File: config.mk
export PLATFORM = sky130hd
export DESIGN_NAME = splk_lock
export DESIGN_NICKNAME = d
export VERILOG_FILES = /design/src/design/splk_pkg.sv /design/src/design/splk_lock.sv
export VERILOG_INCLUDE_DIRS = /design/src /design/src/design
export SDC_FILE = /design/constraint.sdc
export NUM_CORES = 1
export LEC_CHECK = 0
export ABC_AREA = 1
export BUFFER_PORTS_ARGS = -buffer_cell sky130_fd_sc_hd__buf_4
export CAP_MARGIN = 25
export CORE_MARGIN = 3
export CORE_UTILIZATION = 35
export CTS_BUF_LIST = sky130_fd_sc_hd__clkbuf_16
export CTS_CLUSTER_DIAMETER = 150
export DETAILED_ROUTE_END_ITERATION = 10
export GPL_TIMING_DRIVEN = 0
export SYNTH_ARGS = -nofsm -noshare
export SYNTH_HDL_FRONTEND = slang
export SYNTH_SLANG_ARGS = --single-unit
File: constraint.sdc
create_clock -name clk -period 2 [get_ports clk]
set_clock_uncertainty 0.05 [all_clocks]
set_input_delay 0.4 -clock clk [delete_from_list [all_inputs] [get_ports clk]]
set_output_delay 0.4 -clock clk [all_outputs]
set_load 0.005 [all_outputs]
File: src/design/splk_regs.svh
`ifndef SPLK_REGS_SVH
`define SPLK_REGS_SVH
// ----------------------------------------
// partition lock constants
// ----------------------------------------
// default number of downstream ports in the partition
`define SPLK_NUM_DS 8
// reset value of the locked-port mask
`define SPLK_MASK_RST 1'b0
`endif

File: src/design/splk_pkg.sv
`default_nettype none
package splk_pkg;
  // lock sequence states
  typedef enum logic [2:0] {
    SPLK_IDLE,
    SPLK_RD_PEND,
    SPLK_DS_LOCKED,
    SPLK_CPL_PEND,
    SPLK_BUS_LOCKED,
    SPLK_UNL_PEND
  } splk_state_t;
  // tlp classes seen on the upstream ingress
  typedef enum logic [1:0] {
    SPLK_US_MWR,
    SPLK_US_MRDLK,
    SPLK_US_UNLOCK,
    SPLK_US_OTHER
  } splk_us_kind_t;
  // tlp classes seen on a downstream ingress
  typedef enum logic [1:0] {
    SPLK_DS_CPLDLK,
    SPLK_DS_CPLLK,
    SPLK_DS_OTHER
  } splk_ds_kind_t;
endpackage : splk_pkg
`default_nettype wire

File: src/design/splk_lock.sv
`include "splk_regs.svh"
`default_nettype none
module splk_lock
  import splk_pkg::*;
#(
  parameter int NUM_DS = `SPLK_NUM_DS,
  parameter int PW = (NUM_DS > 1) ? $clog2(NUM_DS) : 1
) (
  // clock and reset
  input wire logic clk,
  input wire logic srst,
  // upstream ingress tlp classifier
  input wire logic us_rx_valid,
  input wire splk_us_kind_t us_rx_kind,
  input wire logic [PW-1:0] us_rx_dest,
  // downstream ingress tlp classifier
  input wire logic ds_rx_valid,
  input wire splk_ds_kind_t ds_rx_kind,
  input wire logic [PW-1:0] ds_rx_port,
  // posted queue drain flags
  input wire logic [NUM_DS-1:0] ds_egr_post_empty,
  input wire logic [NUM_DS-1:0] ds_to_us_post_empty,
  input wire logic us_post_empty,
  // forwarding query from the switch core
  input wire logic q_valid,
  input wire logic q_own,
  input wire logic q_vc0,
  input wire logic q_src_us,
  input wire logic [PW-1:0] q_src_ds,
  input wire logic q_dst_us,
  input wire logic [PW-1:0] q_dst_ds,
  output logic q_hold,
  // locked traffic release strobes and locked port index
  output logic mrdlk_go_q,
  output logic cpl_go_q,
  output logic unlock_go_q,
  output logic relay_q,
  output logic [PW-1:0] lock_port_q,
  // lock state
  output logic [NUM_DS-1:0] ds_lock_q,
  output logic us_lock_q,
  output logic bus_locked_q
);

  // ----------------------------------------
  // decode
  // ----------------------------------------
  splk_state_t state_q;
  splk_state_t state_d;
  logic [PW-1:0] port_d;

  // one-hot of a port index, used for lock mask and checks
  function automatic logic [NUM_DS-1:0] splk_onehot(input logic [PW-1:0] idx);
    logic [NUM_DS-1:0] v;
    v = '0;
    v[idx] = 1'b1;
    return v;
  endfunction : splk_onehot

  wire us_mrdlk = us_rx_valid && (us_rx_kind == SPLK_US_MRDLK);
  wire us_unlock = us_rx_valid && (us_rx_kind == SPLK_US_UNLOCK);
  wire us_mwr = us_rx_valid && (us_rx_kind == SPLK_US_MWR);
  wire ds_from_lk = ds_rx_valid && (ds_rx_port == lock_port_q);
  wire ds_cpldlk = ds_from_lk && (ds_rx_kind == SPLK_DS_CPLDLK);
  wire ds_cpllk = ds_from_lk && (ds_rx_kind == SPLK_DS_CPLLK);
  wire rd_drained = ds_egr_post_empty[lock_port_q];
  wire cpl_drained = ds_to_us_post_empty[lock_port_q];
  // locked states: unlock has effect only here
  wire locked_st = (state_q == SPLK_DS_LOCKED) || (state_q == SPLK_CPL_PEND) ||
                   (state_q == SPLK_BUS_LOCKED);

  // ----------------------------------------
  // lock sequence
  // ----------------------------------------
  // next-state; mrdlk while busy is not a new sequence
  always_comb begin
    state_d = state_q;
    port_d = lock_port_q;
    case (state_q)
      SPLK_IDLE: begin
        if (us_mrdlk) begin
          state_d = SPLK_RD_PEND;
          port_d = us_rx_dest;
        end
      end
      SPLK_RD_PEND: begin
        // unlock here finds nothing locked yet and falls through
        // completions may be bypassed, only posted must drain
        if (rd_drained) begin
          state_d = SPLK_DS_LOCKED;
        end
      end
      SPLK_DS_LOCKED: begin
        if (us_unlock) begin
          state_d = SPLK_UNL_PEND;
        end else if (ds_cpldlk) begin
          state_d = SPLK_CPL_PEND;
        end
      end
      SPLK_CPL_PEND: begin
        // queued non-posted requests may be bypassed
        if (us_unlock) begin
          state_d = SPLK_UNL_PEND;
        end else if (cpl_drained) begin
          state_d = SPLK_BUS_LOCKED;
        end
      end
      SPLK_BUS_LOCKED: begin
        // writes, reads and completions keep the state
        if (us_unlock) begin
          state_d = SPLK_UNL_PEND;
        end
      end
      SPLK_UNL_PEND: begin
        if (us_post_empty) begin
          state_d = SPLK_IDLE;
        end
      end
      default: begin
        state_d = SPLK_IDLE;
      end
    endcase
  end

  wire to_ds_lock = (state_q == SPLK_RD_PEND) && (state_d == SPLK_DS_LOCKED);
  wire to_bus_lock = (state_q == SPLK_CPL_PEND) && (state_d == SPLK_BUS_LOCKED);
  wire to_idle = (state_q == SPLK_UNL_PEND) && (state_d == SPLK_IDLE);
  // follow-up locked traffic in bus lock is passed straight through
  wire relay_d = (state_q == SPLK_BUS_LOCKED) && !us_unlock &&
                 ((us_mrdlk && (us_rx_dest == lock_port_q)) || ds_cpldlk || ds_cpllk);
  // ds lock mask: set once the read is sent, dropped at final unlock
  wire [NUM_DS-1:0] ds_lock_d = to_ds_lock ? splk_onehot(lock_port_q) :
                                to_idle ? '0 : ds_lock_q;
  wire us_lock_d = to_bus_lock ? 1'b1 : (to_idle ? 1'b0 : us_lock_q);

  // state and port index
  always_ff @(posedge clk) begin
    if (srst) begin
      state_q <= SPLK_IDLE;
      lock_port_q <= '0;
    end else begin
      state_q <= state_d;
      lock_port_q <= port_d;
    end
  end

  // lock flags and release strobes
  always_ff @(posedge clk) begin
    if (srst) begin
      ds_lock_q <= {NUM_DS{`SPLK_MASK_RST}};
      us_lock_q <= `SPLK_MASK_RST;
      bus_locked_q <= `SPLK_MASK_RST;
      mrdlk_go_q <= 1'b0;
      cpl_go_q <= 1'b0;
      unlock_go_q <= 1'b0;
      relay_q <= 1'b0;
    end else begin
      ds_lock_q <= ds_lock_d;
      us_lock_q <= us_lock_d;
      bus_locked_q <= us_lock_d;
      mrdlk_go_q <= to_ds_lock;
      cpl_go_q <= to_bus_lock;
      unlock_go_q <= to_idle;
      relay_q <= relay_d;
    end
  end

  // ----------------------------------------
  // forwarding hold
  // ----------------------------------------
  // hold is a stall, never a drop; timeouts belong to the core
  wire hit_ds = !q_dst_us && ds_lock_q[q_dst_ds] && !q_src_us;
  wire hit_us = q_dst_us && us_lock_q &&
                !(!q_src_us && (q_src_ds == lock_port_q));
  // own messages and msi are never held; side-band access is not routed here
  assign q_hold = q_valid && q_vc0 && !q_own && (hit_ds || hit_us);
endmodule : splk_lock
`default_nettype wire

# Word level (Yosys, flattened, before mapping)

Index checks and enable logic that the tools add are counted.

Output and inout bits: 18
Logic and storage cells: 79
Memories: 0
ROM bits: 0
Latch bits: 0
Memory bits (writable): 0
Bits in registers: 19

Bitwise logic cells: 0
Shifts and indexed selects: 0
Muxes and demuxes: 21
Order comparisons: 3
Reductions and logical operators: 34
Equality and inequality tests: 13
$add $sub $neg: 0
Divide/modulo/power cells: 0
Multiply operators: 0

Operators with widths:

| kind                 | count |
|---|---|
| $mux W3              | 8 |
| $logic_and A1 B1 Y1  | 20 |
| $pmux W3 S6          | 1 |
| $mux W8              | 2 |
| $bmux W1 S3          | 3 |
| $eq A3 B2 Y1 const B | 3 |
| $eq A3 B3 Y1         | 3 |
| $eq A3 B3 Y1 const B | 3 |
| $lt A3 B4 Y1 const B | 2 |
| $logic_not A3 Y1     | 2 |
| $mux W1              | 6 |
| $logic_not A1 Y1     | 5 |
| $eq A2 B1 Y1 const B | 2 |
| $reduce_bool A2 Y1   | 2 |
| $demux W1 S3         | 1 |
| $eq A3 B1 Y1 const B | 1 |
| $ge A3 B1 Y1 const B | 1 |
| $logic_or A1 B1 Y1   | 3 |
| $eq A2 B2 Y1 const B | 1 |
| $logic_not A2 Y1     | 1 |
| $reduce_and A2 Y1    | 1 |

# Logic depth before layout (Yosys ltp)

Depth in word-level cells: 10
Depth in mapped cells: 13

# Worst setup path after synthesis

Ideal clock, no wire load.

Kind: flip-flop to output port
Start point: reg lock_port_q[2]
End point: out q_hold
Arrival: 1145 ps
Buffers on the path: 0
Path slack: 405 ps
Stages on the path, launching flop included: 6
Cells stage by stage: dfxtp_1 -> inv_2 -> or2_2 -> nand4_1 -> nand3_1 -> a21oi_1

Longest elaborated chain between the ends: 6

RTL lines:

| item                     | line             | text |
|---|---|---|
| start: declaration       | splk_lock.sv:38  | `output logic [PW-1:0] lock_port_q,` |
| start signal: assignment | splk_lock.sv:143 | `lock_port_q <= port_d;` |
| $eq A3 B3 Y1             | splk_lock.sv:174 | `!(!q_src_us && (q_src_ds == lock_port_q));` |
| $logic_and A1 B1 Y1      | splk_lock.sv:174 |  |
| $logic_not A1 Y1         | splk_lock.sv:174 |  |
| $logic_and A1 B1 Y1      | splk_lock.sv:173 | `wire hit_us = q_dst_us && us_lock_q &&` |
| $logic_or A1 B1 Y1       | splk_lock.sv:176 | `assign q_hold = q_valid && q_vc0 && !q_own && (hit_ds \|\| hit_us);` |
| $logic_and A1 B1 Y1      | splk_lock.sv:176 |  |
| end: declaration         | splk_lock.sv:32  | `output logic q_hold,` |

No other way between the ends.

# Final worst setup path

Start point: reg lock_port_q[1]
End point: out q_hold

The elaborated chain is that of the path after synthesis.

==> metrics.md <==
| Metric | Value |
|---|---|
| Power Dens Cells | `~550 nW/µm²` |
| Die ar. | `between 4000 and 5000 µm²` |
| Chip Width | `roughly 66 µm` |
| Grt met1 use | `0.233` |
| Drt drc | `0` |
| Cell row count | `20` |
| YS warnings | `0` |
| Post-Syn Instances | `around 200` |
| Crit. Startpoint | `lock_port_q[1]$_SDFFE_PP0P_` |
| Hold buffers post-CTS | `0` |
| Clock Latency Late Sink | `approximately 0.25 ns` |
| WP depth | `7` |
| Pre-CTS WS | `0.177 ns` |
| Worst path bufs/invs | `2` |
| Critical Path AT | `1.43 ns` |
| Mapped Area | `approximately 1200 µm²` |
| Die H | `~66 µm` |
| IO Count | `60` |
| Util after Layout | `0.575` |
| Footprint of the multi-input gates | `around 700 µm²` |
| Fillers | `approximately 360` |
| Worst-path clk slew | `0.06 ns` |
| Clk sink count | `19` |
| GR Util met3 | `0.0427` |
| Asr flop ratio synth | `0` |
| CP max FO | `6` |
| Initial DRC count | `90` |
| Synth Flop Type | `dfxtp_1` |
| Mapped Avg Cell Area | `between 6 and 7 µm²` |
| Initial core utilization | `0.387` |
| Crit path max-delay family | `flip-flops` |
| Cells along the critical path | `buf_4 -> xor2_2 -> nor3_2 -> nand4_1 -> nand3_1 -> a21oi_1 -> buf_4` |
| Detailed Route WL | `3.55 mm` |
| Worst Setup Start Kind | `register` |
| CP peak stage delay | `0.33 ns` |
| Post-DP HPWL | `2.82 mm` |
| Post-Layout Cell Count | `between 300 and 400` |
| Unrepaired setup endpoints after global routing | `no` |
| PortBufs | `59` |
| Post-layout instance area | `roughly 1800 µm²` |
| Pwr Total | `1.02 mW` |
| Syn_nets | `between 200 and 250` |
| GR Layer Usage met2 | `0.287` |
| TNS Setup | `0 ns` |
| Max_cap viols | `0` |
| Number of global-route vias before repair | `around 1400` |
| CTS tree | `done` |
| Share of the synthesized area in the top cell type | `0.307` |
| Core box area | `approximately 3200 µm²` |
| Sequential-to-total area share from yosys stat | `0.307` |
| Rel. slew slack | `0.692` |
| CP most frequent cell | `buf_4` |
| Setup WS post-layout | `between 0.1 and 0.15 ns` |
| Register area | `slightly below 400 µm²` |
| Final hold slack | `~0.4 ns` |
| Initial antenna violation count | `0` |
| Final Max Slew Viols | `0` |
| Reg2reg end | `ds_lock_q[3]$_SDFFE_PP0P_` |
| GRT overflow | `0` |
| Critical path class | `reg2out` |
| First-pass GRT wire length | `approximately 6.0 mm` |
| Leakage power | `about 0.94 nW` |
| Setup Viol. Count Final | `0` |
| Placed instance area | `around 1700 µm²` |
| H-tree depth | `1` |
| DRT antenna net count | `0` |
| Reg2reg start | `lock_port_q[0]$_SDFFE_PP0P_` |
| Via Count | `around 1500` |
| #FFs+latches synth | `19` |
| Fraction of layout cells with a size suffix above 1 | `0.318` |
| Hold/Removal Path Class | `in2reg` |
| Worst vdd ir | `approximately 270 µV` |
| Cell taking the most area after synthesis | `dfxtp_1` |
| Maximum root-to-sink buffer count | `2` |
| Reg2reg setup slack | `around 0.22 ns` |
| Final Hold Viols | `0` |
| Crit path capture type | `output port` |
| CP max stage cell | `dfxtp_1` |
| Clk root buf | `clkbuf_16` |
| DR pass1 iterations | `4` |
| Synth-to-layout area growth | `48.4%` |
| CP endpoint | `q_hold` |
| Wire length per cell | `around 12 µm` |
| GRT Util Overall | `0.178` |
| Period utilization | `0.942` |
| Routability cong. | `between 0.7 and 0.8` |
| Req. time, crit path | `1.55 ns` |
| Synth area leaders | `dfxtp_1 (31%), nand3_1 (15%), nand2_1 (11%)` |
| Diodes inserted | `0` |
| Run status | `completed` |
| EDFF count, synth | `0` |
| Gr busiest metal | `met2` |
| Num CTS Buffers | `3` |
| Post-layout min period | `roughly 1.9 ns` |
| Cell variety after synth | `27` |
| Largest net degree at the start of global routing | `19` |
| Top-count cell post-synth | `nand3_1` |
| Total Nets Final | `a little over 300` |
| Fmax | `approximately 530 MHz` |
| Vias/cell | `4.75` |
| Synth top cells by count | `nand3_1 (38), nand2_1 (37), inv_1 (26)` |
| Worst reg2reg path depth | `10` |
| Placed cell count | `around 300` |
| Worst-Margin Slew | `about 0.46 ns` |
power by group:
| group | internal [mW] | switching (mW) | leakage (nW) |
|---|---|---|---|
| Combinational | 0.105 | 0.105 | 0.746 |
| Clock | 0.268 | 0.152 | 0.0409 |
| Sequential | 0.386 | 0.00549 | 0.154 |
| Total | 0.759 | 0.262 | 0.942 |
cell usage in the layout, fill, tap and decap left out, drive strengths merged:
| cell type | synthesis | layout |
|---|---|---|
| dfxtp | 19 | 19 |
| nand3 | 39 | 39 |
| nand2 | 38 | 38 |
| buf | 6 | 65 |
| inv | 30 | 30 |
| xor2 | 1 | 1 |
| or2 | 1 | 1 |
| o21ai | 10 | 10 |
| nor2 | 29 | 29 |
| clkinv | 1 | 2 |
| nand3b | 1 | 1 |
| nand4 | 2 | 2 |
| o221ai | 1 | 1 |
| nor3 | 3 | 3 |
| xnor2 | 3 | 3 |
| o22ai | 1 | 1 |
| o211ai | 1 | 1 |
| a21oi | 14 | 14 |
| clkbuf | 1 | 4 |
state kept, by name, indices dropped and copies added, names as in the netlist:
register	cells
cpl_go_q	1
relay_q	1
mrdlk_go_q	1
bus_locked_q	1
ds_lock_q	8
state_q	3
lock_port_q	3
unlock_go_q	1
tightest hold or removal path, delay by kind of cell:
kind / cells / cell delay (ns)
buffers and inverters: 1 / 0.09
AOI/OAI and AO/OA: 2 / 0.18
layout make-up:
cell class / count / area share
Buffer: 6 / 0.0286
Sequential cell: 19 / 0.209
Timing Repair Buffer: 60 / 0.245
Tap cell: 44 / 0.0299
Clock inverter: 1 / 0.00272
Inverter: 31 / 0.0639
Multi-Input combinational cell: 144 / 0.381
Clock buffer: 3 / 0.0408
metal layers:
metal	vias to the layer above	share of wire	routed length, µm
met5	-	0	0
met4	0	0.012	43
met3	5	0.067	237
met2	46	0.43	1540
met1	641	0.49	1740
li1	772	-	-
worst min-delay path by stage:
stage	cells after the start	startpoint	end	slack, ns
after floorplan	2	ds_lock_q[1]$_SDFFE_PP0P_	ds_lock_q[1]$_SDFFE_PP0P_	0.44
after global placement	2	ds_lock_q[1]$_SDFFE_PP0P_	ds_lock_q[1]$_SDFFE_PP0P_	0.44
after detailed placement	2	ds_lock_q[5]$_SDFFE_PP0P_	ds_lock_q[5]$_SDFFE_PP0P_	0.44
after CTS	3	us_rx_dest[2]	lock_port_q[2]$_SDFFE_PP0P_	0.40
after global routing	4	us_rx_kind[1]	relay_q$_SDFF_PP0_	0.45
final	3	us_rx_dest[2]	lock_port_q[2]$_SDFFE_PP0P_	0.40
timing repair:
item / 4_1_cts / 5_1_grt
resized for setup: 1 / 4
setup endpoints to repair: 1 / 2
setup buffers: 0 / 1
pin swaps: 0 / 1
hold endpoints to repair: 0 / 0
cells by family (layout without fill, tap and decap cells):
family                    count (synthesis)  in the layout  share of synthesized area
DFF                                      19             19                      0.307
and+or+nand+nor                         113            113                      0.412
AOI/OAI and AO/OA                        27             27                      0.115
xor gates and xnor gates                  4              4                     0.0283
buffers and inverters                    38            101                      0.138
(Power assumes the default switching activity.)
